$ cat src/pli_pkg.sv
// Shared constants for the fabric interrupt generator
package pli_pkg;

  // System placement of the register block and its single register
  localparam logic [31:0] PLI_SYS_BASE    = 32'h7860_0000;
  localparam logic [31:0] PLI_CTRL_OFFSET = 32'h0000_0000;
  localparam logic [31:0] PLI_CTRL_RESET  = 32'h0000_0000;
  localparam int          PLI_PEND_BIT    = 0;
  localparam logic        PLI_IRQ_IDLE_N  = 1'b1;

  // Bus shape
  localparam int PLI_DATA_W = 32;
  localparam int PLI_STRB_W = 4;
  localparam int PLI_ADDR_W = 16;

  // Response codes of the register bus
  localparam logic [1:0] PLI_RESP_OKAY   = 2'b00;
  localparam logic [1:0] PLI_RESP_SLVERR = 2'b10;

  // Write channel states
  typedef enum logic [2:0] {
    WS_IDLE = 3'b001,
    WS_ACK  = 3'b010,
    WS_RESP = 3'b100
  } pli_wr_state_e;

  // Read channel states
  typedef enum logic [2:0] {
    RS_IDLE = 3'b001,
    RS_ACK  = 3'b010,
    RS_DATA = 3'b100
  } pli_rd_state_e;

endpackage : pli_pkg

$ cat src/pli_irq_flag.sv
`timescale 1ns/10ps

module pli_irq_flag
  import pli_pkg::*;
(
  // Clock and reset
  input  wire logic core_clk,
  input  wire logic arst_n,
  // Set and write requests
  input  wire logic interruptTick,
  input  wire logic wrEn,
  input  wire logic wrBit,
  // Flag and active-low line
  output logic      pendingFlag,
  output logic      secondCpuIrqLineN
);

  logic pending_ff;
  logic nxt_pending;
  logic irqN_ff;
  logic nxt_irqN;

  // Tick wins over a clearing write so no request is lost
  always_comb begin
    nxt_pending = pending_ff;
    if (wrEn) begin
      nxt_pending = wrBit;
    end
    if (interruptTick) begin
      nxt_pending = 1'b1;
    end
    nxt_irqN = ~nxt_pending;
  end

  // Line flop tracks the flag flop edge for edge, no extra lag
  always_ff @(posedge core_clk or negedge arst_n) begin
    if (!arst_n) begin
      pending_ff <= PLI_CTRL_RESET[PLI_PEND_BIT];
      irqN_ff    <= PLI_IRQ_IDLE_N;
    end else begin
      pending_ff <= nxt_pending;
      irqN_ff    <= nxt_irqN;
    end
  end

  assign pendingFlag       = pending_ff;
  assign secondCpuIrqLineN = irqN_ff;
endmodule : pli_irq_flag

$ cat src/pli_irq_gen.sv
`timescale 1ns/10ps
// Notes on behaviour
// - One 32-bit control register at offset zero
// - Upper bits store and read back written value
// - Bit zero reflects interrupt asserted state
// - Tick input sets bit zero
// - Processor writing one sets bit zero
// - Only a processor write of zero clears
// - Set bit zero drives the interrupt line
// - Register reached over bus slave port

module pli_irq_gen
  import pli_pkg::*;
#(
  parameter int ADDR_W = PLI_ADDR_W
) (
  // Clock and reset
  input  wire logic                  core_clk,
  input  wire logic                  arst_n,
  // Event source, one-cycle pulse
  input  wire logic                  interruptTick,
  // Interrupt toward the second core
  output logic                       secondCpuIrqLineN,
  // Write address channel
  input  wire logic [ADDR_W-1:0]     s_axi_awaddr,
  input  wire logic                  s_axi_awvalid,
  output logic                       s_axi_awready,
  // Write data channel
  input  wire logic [PLI_DATA_W-1:0] s_axi_wdata,
  input  wire logic [PLI_STRB_W-1:0] s_axi_wstrb,
  input  wire logic                  s_axi_wvalid,
  output logic                       s_axi_wready,
  // Write response channel
  output logic [1:0]                 s_axi_bresp,
  output logic                       s_axi_bvalid,
  input  wire logic                  s_axi_bready,
  // Read address channel
  input  wire logic [ADDR_W-1:0]     s_axi_araddr,
  input  wire logic                  s_axi_arvalid,
  output logic                       s_axi_arready,
  // Read data channel
  output logic [PLI_DATA_W-1:0]      s_axi_rdata,
  output logic [1:0]                 s_axi_rresp,
  output logic                       s_axi_rvalid,
  input  wire logic                  s_axi_rready
);

  // Write channel state
  pli_wr_state_e             wrState_ff;
  pli_wr_state_e             nxt_wrState;
  logic                      awReady_ff;
  logic                      nxt_awReady;
  logic                      bValid_ff;
  logic                      nxt_bValid;
  logic [1:0]                bResp_ff;
  logic [1:0]                nxt_bResp;
  // Read channel state
  pli_rd_state_e             rdState_ff;
  pli_rd_state_e             nxt_rdState;
  logic                      arReady_ff;
  logic                      nxt_arReady;
  logic                      rValid_ff;
  logic                      nxt_rValid;
  logic [1:0]                rResp_ff;
  logic [1:0]                nxt_rResp;
  logic [PLI_DATA_W-1:0]     rData_ff;
  logic [PLI_DATA_W-1:0]     nxt_rData;
  // Spare control bits and decode
  logic [PLI_DATA_W-1:1]     spare_ff;
  logic [PLI_DATA_W-1:1]     nxt_spare;
  logic [PLI_DATA_W-1:0]     laneMask;
  logic                      wrFire;
  logic                      wrHit;
  logic                      rdFire;
  logic                      rdHit;
  logic                      pendWrEn;
  logic                      pendingFlag;
  logic [PLI_DATA_W-1:0]     ctrlValue;

  // Only one word exists, so every other word is answered with an error
  assign wrHit = (s_axi_awaddr[ADDR_W-1:2] == PLI_CTRL_OFFSET[ADDR_W-1:2]);
  assign rdHit = (s_axi_araddr[ADDR_W-1:2] == PLI_CTRL_OFFSET[ADDR_W-1:2]);

  // Write takes effect in the cycle the ready flops are high
  assign wrFire = (wrState_ff == WS_ACK);
  assign rdFire = (rdState_ff == RS_ACK);

  // Byte lanes expand into a bit mask
  for (genvar lane = 0; lane < PLI_STRB_W; lane++) begin : g_lane
    assign laneMask[8*lane +: 8] = {8{s_axi_wstrb[lane]}};
  end

  // A write only moves the pending bit when its own lane is enabled
  assign pendWrEn  = wrFire && wrHit && s_axi_wstrb[0];
  assign ctrlValue = {spare_ff, pendingFlag};

  // Write channel: address and data are taken together
  always_comb begin
    nxt_wrState = wrState_ff;
    nxt_bResp   = bResp_ff;
    case (wrState_ff)
      WS_IDLE: begin
        if (s_axi_awvalid && s_axi_wvalid) begin
          nxt_wrState = WS_ACK;
        end
      end
      WS_ACK: begin
        nxt_wrState = WS_RESP;
        nxt_bResp   = wrHit ? PLI_RESP_OKAY : PLI_RESP_SLVERR;
      end
      WS_RESP: begin
        if (s_axi_bready) begin
          nxt_wrState = WS_IDLE;
        end
      end
      default: begin
        nxt_wrState = WS_IDLE;
      end
    endcase
    nxt_awReady = (nxt_wrState == WS_ACK);
    nxt_bValid  = (nxt_wrState == WS_RESP);
  end

  always_ff @(posedge core_clk or negedge arst_n) begin
    if (!arst_n) begin
      wrState_ff <= WS_IDLE;
      awReady_ff <= 1'b0;
      bValid_ff  <= 1'b0;
      bResp_ff   <= PLI_RESP_OKAY;
    end else begin
      wrState_ff <= nxt_wrState;
      awReady_ff <= nxt_awReady;
      bValid_ff  <= nxt_bValid;
      bResp_ff   <= nxt_bResp;
    end
  end

  // Read channel: data is captured while the address is held
  always_comb begin
    nxt_rdState = rdState_ff;
    nxt_rResp   = rResp_ff;
    nxt_rData   = rData_ff;
    case (rdState_ff)
      RS_IDLE: begin
        if (s_axi_arvalid) begin
          nxt_rdState = RS_ACK;
        end
      end
      RS_ACK: begin
        nxt_rdState = RS_DATA;
        nxt_rResp   = rdHit ? PLI_RESP_OKAY : PLI_RESP_SLVERR;
        nxt_rData   = rdHit ? ctrlValue : '0;
      end
      RS_DATA: begin
        if (s_axi_rready) begin
          nxt_rdState = RS_IDLE;
        end
      end
      default: begin
        nxt_rdState = RS_IDLE;
      end
    endcase
    nxt_arReady = (nxt_rdState == RS_ACK);
    nxt_rValid  = (nxt_rdState == RS_DATA);
  end

  always_ff @(posedge core_clk or negedge arst_n) begin
    if (!arst_n) begin
      rdState_ff <= RS_IDLE;
      arReady_ff <= 1'b0;
      rValid_ff  <= 1'b0;
      rResp_ff   <= PLI_RESP_OKAY;
      rData_ff   <= '0;
    end else begin
      rdState_ff <= nxt_rdState;
      arReady_ff <= nxt_arReady;
      rValid_ff  <= nxt_rValid;
      rResp_ff   <= nxt_rResp;
      rData_ff   <= nxt_rData;
    end
  end

  // Spare bits have no function but software may park values there
  always_comb begin
    nxt_spare = spare_ff;
    if (wrFire && wrHit) begin
      nxt_spare = (spare_ff & ~laneMask[PLI_DATA_W-1:1])
                | (s_axi_wdata[PLI_DATA_W-1:1] & laneMask[PLI_DATA_W-1:1]);
    end
  end

  always_ff @(posedge core_clk or negedge arst_n) begin
    if (!arst_n) begin
      spare_ff <= PLI_CTRL_RESET[PLI_DATA_W-1:1];
    end else begin
      spare_ff <= nxt_spare;
    end
  end

  // Pending flag and its line live in one flop pair
  pli_irq_flag u_flag (
    .core_clk          (core_clk),
    .arst_n            (arst_n),
    .interruptTick     (interruptTick),
    .wrEn              (pendWrEn),
    .wrBit             (s_axi_wdata[PLI_PEND_BIT]),
    .pendingFlag       (pendingFlag),
    .secondCpuIrqLineN (secondCpuIrqLineN)
  );

  // Bus outputs straight from their flops
  assign s_axi_awready = awReady_ff;
  assign s_axi_wready  = awReady_ff;
  assign s_axi_bvalid  = bValid_ff;
  assign s_axi_bresp   = bResp_ff;
  assign s_axi_arready = arReady_ff;
  assign s_axi_rvalid  = rValid_ff;
  assign s_axi_rresp   = rResp_ff;
  assign s_axi_rdata   = rData_ff;
endmodule : pli_irq_gen

$ cat config.mk
export PLATFORM = sky130hd
export DESIGN_NAME = pli_irq_gen
export DESIGN_NICKNAME = d
export VERILOG_FILES = /design/src/pli_pkg.sv /design/src/pli_irq_flag.sv /design/src/pli_irq_gen.sv
export SDC_FILE = /design/constraint.sdc
export NUM_CORES = 1
export LEC_CHECK = 0
export CORE_MARGIN = 3
export CORE_UTILIZATION = 50
export CTS_CLUSTER_SIZE = 20
export DETAILED_ROUTE_END_ITERATION = 10
export DONT_BUFFER_PORTS = 1
export GPL_ROUTABILITY_DRIVEN = 0
export GPL_TIMING_DRIVEN = 0
export PLACE_DENSITY = 0.71
export SLEW_MARGIN = 10
export SYNTH_ARGS = -nofsm -noshare
export SYNTH_HDL_FRONTEND = slang
export SYNTH_SLANG_ARGS = --single-unit
$ cat constraint.sdc
create_clock -name core_clk -period 5.51 [get_ports core_clk]
set_clock_uncertainty 0.15 [all_clocks]
set_input_delay 1.102 -clock core_clk [delete_from_list [all_inputs] [get_ports core_clk]]
set_output_delay 1.102 -clock core_clk [all_outputs]
set_load 0.005 [all_outputs]
==> flow_metrics.tcl, run 1 <==
set metrics [dict create \
    period_minus_slack_ns 2.770 \
    rows 27 \
    critPathKind "primary input to flop" \
    synth_top_family_by_area "multiplexers" \
    cts_tree "built" \
    max_stage_delay_ns 0.60 \
    crit_path_top_delay_cell "nor4_4" \
    switching_share_pct 20.47 \
    drv_cap 0 \
    synth_compound_area_share_pct 11.28 \
    outcome "finished clean" \
    max_freq_ghz 0.3610 \
    io_pins 118 \
    rr_endpoint "s_axi_rdata[24]$_DFFE_PN0N_" \
    dr_wl_met3_um 495 \
    start_util_pct 52.53 \
    route.top_layer_used "met4" \
    dp_hpwl_um 4602 \
    cp_max_fo 8 \
    seqPwrFrac_pct 50.3 \
    grt_max_degree 78 \
    max_slew_margin_pct 54.64 \
    dp_cells 270 \
    holdPathStages 1 \
    cts.sinks 77 \
    grtUsageTotal_pct 19.25 \
    num_vias 1691 \
    wl_met2_um 3351 \
    antenna_found_initial 0 \
    dieArea_mm2 0.006810 \
    whs_ns 0.2849 \
    ctsLongestPathBuffers 2 \
    hold_path.startpoint "u_flag.pendingFlag$_DFF_PN0_" \
    via_per_inst 5.913 \
    drt_iter0_markers 57 \
    area_delta_synth_final_pct 12.05 \
    cp.required_ns 5.58 \
    num-fill-cells 452 \
    critical_path.top_delay_family "simple AND/OR/NAND/NOR gates" \
    first_global_vias 1827 \
    fp.coreArea_mm2 0.005574 \
    finalSetupViolCount 0 \
    p_per_area_mw_per_mm2 359.1 \
    synthMuxAreaShare_pct 12.26 \
    path_cells "or4_4, nor4_4, nand3_4, mux2_2" \
    instances_no_fill 286 \
    synth_fa_ha_area_share_pct 0 \
    wl_per_cell_um 21.40 \
    grt_pass1_wl_um 9432 \
    final_nets 285 \
    end_kind "flop" \
    ant_nets 0 \
    pre_cts_slack_ns 2.350 \
    avgSynthCellArea_um2 14.86 \
    synth_cell_types 26 \
    cts_buffers 9 \
    grt_overflow 0 \
    fin_crit_sh_pct 50.27 \
    num_antenna_cells 0 \
    postCtsSetupBuffers 0 \
    synthXorXnorAreaFrac_pct 0 \
    post_cts_resized 0 \
    synth_seq_area_share_pct 65.94 \
    setup_slack_ns 2.740 \
    synth-simple-area-share_pct 8.333 \
    hold_viol 0 \
    clockPowerShare_pct 45.1 \
    p_leak_nw 1.578 \
    cts_root_buf "clkbuf_8" \
    design_area_mm2 0.003281 \
    cts.clk_slew.worst_paths_ns 0.07 \
    worst_hold_path_type "flop to flop" \
    finalSetupTns_ns 0 \
    cts_hold_buf 0 \
    cp_data_arrival_time_ns 2.84 \
    critPathBufInv 0 \
    timing.rr.start "rdState_ff[1]$_DFF_PN0_" \
    start_kind "primary input" \
    clk_latency_ns 0.34 \
    drc 0 \
    port_buffers 0 \
    synth_area_mm2 0.002928 \
    htreeDepth 3 \
    dr.pass1.iters 4 \
    fin_util_pct 58.86 \
    drt-total-wl_um 6119 \
    power.switching_mw 0.2412 \
    tightest_slew_ns 0.6753 \
    worstRegToRegCells 5 \
    yosys_warnings 0 \
    p_int_mw 0.9368 \
    r2r_slack_ns 3.16 \
    die_height_um 82.52 \
    die_x_um 82.52 \
    power_mw 1.178 \
    drv_slew 0 \
    comb_power_share_pct 4.6 \
    multi_input_area_um2 940.9 \
    regArea_mm2 0.001931 \
    whs_endpoint "u_flag.secondCpuIrqLineN$_DFF_PN1_" \
    dpl_cell_area_mm2 0.003022 \
    netlist_instances 197 \
    synth_seq_cells 77 \
    ir_drop_mv 0.2081 \
    rsz0062_at_grt "no" \
    met1_length_um 2163 \
    final_layout_size_suffix_gt1_share_pct 28.50 \
]
-- cell usage after synthesis --
cell type | count | area (um2)
dfrtp_1 | 74 | 1852
a22o_1 | 32 | 280.3
mux2_2 | 31 | 349.1
nor2_1 | 13 | 48.80
clkbuf_1 | 7 | 26.28
a21oi_1 | 6 | 30.03
nand3_4 | 4 | 70.07
nor4_1 | 4 | 25.02
buf_4 | 3 | 22.52
dfstp_2 | 3 | 78.83
nand2_1 | 3 | 11.26
inv_1 | 2 | 7.510
nor3_1 | 2 | 10.01
a21o_2 | 1 | 8.760
a41o_2 | 1 | 11.26
and2_1 | 1 | 6.260
buf_1 | 1 | 3.750
conb_1 | 1 | 3.750
mux2i_1 | 1 | 10.01
nand3b_1 | 1 | 7.510
nand4b_1 | 1 | 8.760
nor3b_1 | 1 | 7.510
nor4_4 | 1 | 21.27
or3b_2 | 1 | 8.760
or4_1 | 1 | 7.510
or4_4 | 1 | 11.26
-- metal layers --
layer,up-vias,global-route usage (%)
met3,10,6.508
met4,0,8.333
met2,69,34.62
met5,-,0
met1,873,20.37
li1,739,-
-- power by group through the flow --
stage          sequential [mW]  clock (mW)  combinational (mW)
3_3_place_gp             0.602           0              0.0491
3_5_place_dp             0.604           0              0.0541
4_1_cts                  0.593       0.543              0.0543
2_1_floorplan            0.601           0              0.0413
5_1_grt                  0.595       0.569              0.0601
6_report                 0.593       0.531              0.0540
-- cell families after synthesis --
family          count (synthesis)
compound gates                 40
mux                            32
buf+inv                        13
flops                          77
other cells                     1
simple gates                   34
-- area by class of cell --
type                       count  share of cell area, %
sequential                    77                  58.85
tap                           72                  2.746
clock inverter                 3                  2.746
inverter                       2                 0.2288
buffer                        11                  1.602
multi-input combinational    108                  28.68
clock buffer                  13                  5.149
-- worst max path at each step --
stage	from	end	cells after the start
4_1_cts	s_axi_awaddr[7]	flop	4
5_1_grt	s_axi_araddr[4]	s_axi_rdata[30]$_DFFE_PN0N_	5
3_5_place_dp	s_axi_awaddr[7]	flop	4
6_report	s_axi_awaddr[7]	flop	4
3_3_place_gp	s_axi_awaddr[7]	flop	4
2_1_floorplan	s_axi_awaddr[7]	flop	4
-- layout by cell type (no fill, tap or decap), drive strengths merged, types with 3 or more instances in the layout --
master  count
a21oi       6
nand2       3
dfrtp      74
bufinv      3
nand3       4
nor4        5
buf         4
nor2       13
dfstp       3
mux2       31
clkbuf     20
a22o       32
Note: power is estimated with default switching activity, not from simulation.
==> run 2: changes to the inputs <==
--- a/config.mk
+++ b/config.mk
@@ -5,6 +5,7 @@
 export SDC_FILE = /design/constraint.sdc
 export NUM_CORES = 1
 export LEC_CHECK = 0
+export ABC_AREA = 1
 export CORE_MARGIN = 3
 export CORE_UTILIZATION = 50
 export CTS_CLUSTER_SIZE = 20
@@ -12,7 +13,7 @@
 export DONT_BUFFER_PORTS = 1
 export GPL_ROUTABILITY_DRIVEN = 0
 export GPL_TIMING_DRIVEN = 0
-export PLACE_DENSITY = 0.71
+export PLACE_DENSITY = 0.74
 export SLEW_MARGIN = 10
 export SYNTH_ARGS = -nofsm -noshare
 export SYNTH_HDL_FRONTEND = slang
==> constraint.sdc (replaced) <==
create_clock -name core_clk -period 2.3 [get_ports core_clk]
set_clock_uncertainty 0.15 [all_clocks]
set_input_delay 0.46 -clock core_clk [delete_from_list [all_inputs] [get_ports core_clk]]
set_output_delay 0.46 -clock core_clk [all_outputs]
set_load 0.005 [all_outputs]
==> run 2 against run 1 <==
Effect of this change:
- the flow now finishes with violations (negative hold slack)
- synthesized cell count is 79% higher
- clock-buffer cell count down 3
- first-iteration DRC count is 32% higher
- clock power rose by 88%
- power rose to 2.8 times the previous value
- setup slack got worse by 2.2 ns
- die area increased by 8.8%
- core utilization is 1.1 points lower
- global-route usage down 1.4 points
- flip-flop and latch count is the same
==> flow_metrics.tcl, run 2 <==
set metrics [dict create \
    final_layout_size_suffix_gt1_share_pct 10.54 \
    ctsLongestPathBuffers 2 \
    via_per_inst 5.009 \
    fin_util_pct 57.78 \
    max_stage_delay_ns 0.41 \
    max_freq_ghz 0.5817 \
    drt_iter0_markers 75 \
    htreeDepth 3 \
    setup_slack_ns 0.5809 \
    synth.top_cell.area_share_pct 57.79 \
    synth_edf_count 0 \
    final_cell_mix "111 x nand2_1, 74 x dfrtp_1, 46 x o21ai_1" \
    synth_area_mm2 0.003204 \
    die_height_um 86.06 \
    grtUsageTotal_pct 17.83 \
    fp.coreArea_mm2 0.006061 \
    cts_buffers 9 \
    num-fill-cells 569 \
    dieArea_mm2 0.007405 \
    critPathBufInv 1 \
    area_delta_synth_final_pct 9.293 \
    dp_hpwl_um 4592 \
    first_global_vias 2184 \
    hold_viol 77 \
    finalSetupViolCount 0 \
    synth_area_leaders "dfrtp_1 58%, nand2_1 13%, o21ai_1 7.2%, inv_1 5.2%, nor2_1 2.8%" \
    cp_max_fo 8 \
    clk_latency_ns 0.33 \
    power_mw 3.350 \
    critPathKind "flop to flop" \
    post_cts_resized 0 \
    dpl_cell_area_mm2 0.003302 \
    antenna_found_initial 0 \
    wl_per_cell_um 14.00 \
    outcome "complete, but fails checks" \
    synth_most_common_cell "nand2_1" \
    cts.clk_slew.worst_paths_ns 0.08 \
    synth_flop_cell "dfrtp_1" \
    whs_ns -0.3462 \
    cts.sinks 77 \
    grt_pass1_wl_um 10130 \
    async_reset_ff_share_pct 100.0 \
    dr.pass1.iters 4 \
    cts_tree "built" \
    end_kind "flop" \
    synth_seq_area_share_pct 60.25 \
    final_nets 441 \
    drv_cap 0 \
    yosysTopAreaCell "dfrtp_1" \
    finalSetupTns_ns 0 \
    instances_no_fill 445 \
    rows 28 \
    netlist_instances 353 \
    io_pins 118 \
    ir_drop_mv 0.5121 \
    cpMostUsedCell "nand2_1" \
    yosys_warnings 0 \
    start_kind "flop" \
    crit_path_top_delay_cell "dfrtp_1" \
    pre_cts_slack_ns 0.4943 \
    num_antenna_cells 0 \
    p_leak_nw 1.710 \
    worst_hold_path_type "primary input to async pin" \
    grt_max_degree 78 \
    grt_overflow 0 \
    r2r_slack_ns 0.58 \
    design_area_mm2 0.003502 \
    avgSynthCellArea_um2 9.077 \
    violations "negative hold slack" \
    drc 0 \
    drv_slew 0 \
    period_minus_slack_ns 1.719 \
    start_util_pct 52.87 \
    dp_cells 429 \
    final_common_cell "nand2_1" \
    synth_commonest_cells "111 x nand2_1, 74 x dfrtp_1, 46 x o21ai_1, 44 x inv_1, 24 x nor2_1" \
    num_vias 2229 \
    rsz0062_at_grt "no" \
    port_buffers 0 \
    p_per_area_mw_per_mm2 956.6 \
    synth_seq_cells 77 \
    ant_nets 0 \
    path_cells "nor2_1, nand2_1, inv_1, nand4_1, nand2_1, nand2_1, nor2_1" \
    fin_crit_sh_pct 74.74 \
    drt-total-wl_um 6228 \
    cts_root_buf "clkbuf_8" \
    synth_cell_types 26 \
    cp_data_arrival_time_ns 1.83 \
    cp.required_ns 2.41 \
    die_x_um 86.06 \
    critical_path.top_delay_family "simple AND/OR/NAND/NOR gates" \
]
==> run 2: cell types whose count changed after synthesis, moves of 6 or more <==
| cell | change |
|---|---|
| a22o_1 | -32 |
| nor2_1 | +11 |
| o21ai_1 | +46 |
| nand2_1 | +108 |
| inv_1 | +42 |
| mux2_2 | -31 |
| a21oi_1 | -6 |
| o21ai_0 | +9 |
==> run 2: cell families after synthesis <==
family,count (synthesis),synth area share (%)
simple gates,160,21.83
flops,77,60.25
compound gates,60,9.840
buf+inv,55,7.965
other cells,1,0.1170
==> run 2: final cells by class <==
class / instances / area (um2) / share of cell area, %
clock buffer: 10 / 137.6 / 3.930
sequential: 77 / 1931 / 55.13
clock inverter: 6 / 62.56 / 1.786
inverter: 44 / 165.2 / 4.716
buffer: 11 / 90.09 / 2.572
multi-input combinational: 222 / 1022 / 29.19
tap: 75 / 93.84 / 2.680
==> run 2: power by group <==
group	total, mW	internal (mW)	switching [mW]	leakage, nW
sequential	1.96	1.69	0.272	1.02
clock	0.998	0.529	0.469	0.106
combinational	0.391	0.173	0.217	0.584
==> run 2: per-layer routing <==
layer	GRT usage, %	up-vias	routed length, um
li1	-	1130	-
met3	5.572	7	441
met4	7.482	0	91
met2	28.45	74	3092
met1	22.46	1018	2603
met5	0	-	0
==> run 2: worst paths after layout <==
check                      cells after the start                     from                                  to
max                                            7  wrState_ff[2]$_DFF_PN0_  u_flag.secondCpuIrqLineN$_DFF_PN1_
max in group asynchronous                      0                   arst_n             rdState_ff[0]$_DFF_PN1_
min                                            0                   arst_n         s_axi_rdata[29]$_DFFE_PN0N_
min reg2reg                                    2                     flop                                flop
min in group core_clk                          2          s_axi_wdata[27]                                flop
max reg2reg                                    7  wrState_ff[2]$_DFF_PN0_  u_flag.secondCpuIrqLineN$_DFF_PN1_
==> run 2: timing repair <==
item | CTS | global route
setup buffers | 0 | 0
hold endpoints to repair | 77 | 77
endpoints found under the setup margin | 0 | 0
==> run 3: changes to the inputs <==
--- a/config.mk
+++ b/config.mk
@@ -5,7 +5,7 @@
 export SDC_FILE = /design/constraint.sdc
 export NUM_CORES = 1
 export LEC_CHECK = 0
-export ABC_AREA = 1
+export ABC_AREA = 0
 export CORE_MARGIN = 3
 export CORE_UTILIZATION = 50
 export CTS_CLUSTER_SIZE = 20
==> constraint.sdc (replaced) <==
create_clock -name core_clk -period 1.4 [get_ports core_clk]
set_clock_uncertainty 0.15 [all_clocks]
set_input_delay 0.28 -clock core_clk [delete_from_list [all_inputs] [get_ports core_clk]]
set_output_delay 0.28 -clock core_clk [all_outputs]
set_load 0.005 [all_outputs]
==> run 3 against run 2 <==
Effect of this change:
- the flow finishes with violations (negative hold slack, negative setup slack)
- wire length grew 5.8%
- setup slack lost 0.86 ns
- non-clock buffer count grew 51
- via count shrank 16%
- worst hold slack lost 0.17 ns
- die area shrank 8.0%
- clock-buffer cell count grew 1
- clock power grew 83%
- register-to-register slack lost 0.85 ns
- cell area grew 12%
- largest cell class unchanged
- largest power group unchanged
==> flow_metrics.tcl, run 3 (same netlist as run 1, synthesis figures left out) <==
set metrics [dict create \
    cp-startpoint "s_axi_awaddr[7]" \
    rows 27 \
    num_vias 1867 \
    clk_latency_ns 0.33 \
    rsz0062_at_grt "yes" \
    drv_slew 0 \
    dr_wl_met3_um 568 \
    ir_drop_mv 0.8515 \
    whs_ns -0.5155 \
    cts.clk_slew.worst_paths_ns 0.08 \
    cts_hold_buf 35 \
    htreeDepth 3 \
    cts_root_buf "clkbuf_8" \
    p_per_area_mw_per_mm2 1177 \
    num-fill-cells 385 \
    cp_max_fo 8 \
    cp_data_arrival_time_ns 1.74 \
    outcome "complete, but fails checks" \
    start_util_pct 52.53 \
    period_minus_slack_ns 1.676 \
    dp_cells 270 \
    critPathBufInv 1 \
    antenna_found_initial 0 \
    drt-total-wl_um 6590 \
    grtUsageTotal_pct 20.28 \
    grt_pass1_wl_um 9984 \
    finalSetupTns_ns -9.816 \
    fin_crit_sh_pct 119.7 \
    drc 0 \
    final_layout_size_suffix_gt1_share_pct 35.47 \
    instances_no_fill 337 \
    die_x_um 82.52 \
    end_kind "flop" \
    ant_nets 0 \
    wl_met2_um 3374 \
    pre_cts_slack_ns -0.8965 \
    max_freq_ghz 0.5968 \
    fp.coreArea_mm2 0.005574 \
    worstRegToRegCells 4 \
    setup_slack_ns -0.2757 \
    route.top_layer_used "met4" \
    cp_num_cells 5 \
    max_stage_delay_ns 0.52 \
    drv_cap 0 \
    timing.rr.start "wrState_ff[2]$_DFF_PN0_" \
    dp_hpwl_um 4160 \
    dr.pass1.iters 4 \
    met1_length_um 2582 \
    start_kind "primary input" \
    cts_buffers 9 \
    final_common_cell "dfrtp_1" \
    crit_path_top_delay_cell "or4_4" \
    dieArea_mm2 0.006810 \
    via_per_inst 5.540 \
    path_cells "or4_4, nor4_4, buf_6, nand3_4, mux2_4" \
    violations "negative hold slack, negative setup slack" \
    grt_overflow 0 \
    hold_viol 77 \
    drt_iter0_markers 52 \
    ctsLongestPathBuffers 2 \
    cp.required_ns 1.46 \
    r2r_slack_ns -0.27 \
    area_delta_synth_final_pct 33.46 \
    worst_hold_path_type "primary input to async pin" \
    finalSetupViolCount 67 \
    num_antenna_cells 0 \
    final_nets 336 \
    final_cell_mix "74 x dfrtp_1, 35 x dlygate4sd3_1, 32 x a22o_1" \
    critPathKind "primary input to flop" \
    port_buffers 0 \
    fin_util_pct 70.10 \
    die_height_um 82.52 \
    first_global_vias 2057 \
    io_pins 118 \
    p_leak_nw 1.879 \
    wl_per_cell_um 19.55 \
    grt_max_degree 78 \
    critical_path.top_delay_family "simple AND/OR/NAND/NOR gates" \
    cts.sinks 77 \
    cts_tree "built" \
]
-- run 3: cell types whose count changed in the layout (fill, tap and decap cells not counted), moves of 4 or more --
cell / before / now
inv_1: 44 / 2
nor2_1: 24 / 12
a21oi_1: 0 / 4
buf_4: 3 / 16
a22o_1: 0 / 32
nand2_1: 111 / 2
o21ai_1: 46 / 0
dlygate4sd3_1: 0 / 35
nor2_4: 5 / 0
o21ai_0: 9 / 0
buf_6: 5 / 1
nand3_1: 5 / 0
mux2_4: 0 / 4
mux2_2: 0 / 27
-- run 3: layout make-up --
class                      instances  area [um2]  area share [%]
inverter                           2       7.507          0.1921
sequential                        77        1931           49.41
clock inverter                     5       83.83           2.145
clock buffer                      11       141.4           3.618
timing repair buffer              52       509.2           13.03
buffer                            10       116.4           2.978
tap                               72       90.09           2.305
multi-input combinational        108        1028           26.32
-- run 3: where the power goes --
part           switching, mW  internal (mW)  leakage (nW)
sequential            0.0390           2.29          1.05
combinational          0.227          0.215         0.727
clock                  0.770           1.06         0.106
-- run 3: routing by layer --
layer,vias up,global-route usage [%]
li1,845,-
met1,932,24.05
met2,83,33.81
met3,7,6.508
met4,0,8.824
met5,-,0
-- run 3: stage by stage --
stage                     instance area [um2]  hold WS [ns]  power [mW]
after CTS                                3844       -0.5357       4.593
after floorplan                          3010       -0.1656       2.544
final                                    3908       -0.5155       4.599
after global placement                   3100       -0.1638       2.593
after detailed placement                 3100       -0.1639       2.605
after global routing                     3908       -0.5485       4.803
-- run 3: worst min-delay path by stage --
stage,startpoint,endpoint,slack (ns),cells past startpoint
finish,arst_n,s_axi_arready$_DFF_PN0_,-0.52,0
global route,arst_n,s_axi_rdata[7]$_DFFE_PN0N_,-0.55,0
CTS,arst_n,s_axi_arready$_DFF_PN0_,-0.54,0
detailed placement,arst_n,s_axi_arready$_DFF_PN0_,-0.16,0
global placement,arst_n,s_axi_arready$_DFF_PN0_,-0.16,0
floorplan,arst_n,async pin,-0.17,0
-- run 3: timing repair --
| item | in CTS | in global routing |
|---|---|---|
| gates cloned | 2 | 0 |
| setup endpoints to repair | 64 | 67 |
| pin swaps | 10 | 9 |
| setup buffers | 11 | 5 |
| gates resized for setup | 13 | 10 |
| hold endpoints to repair | 113 | 77 |
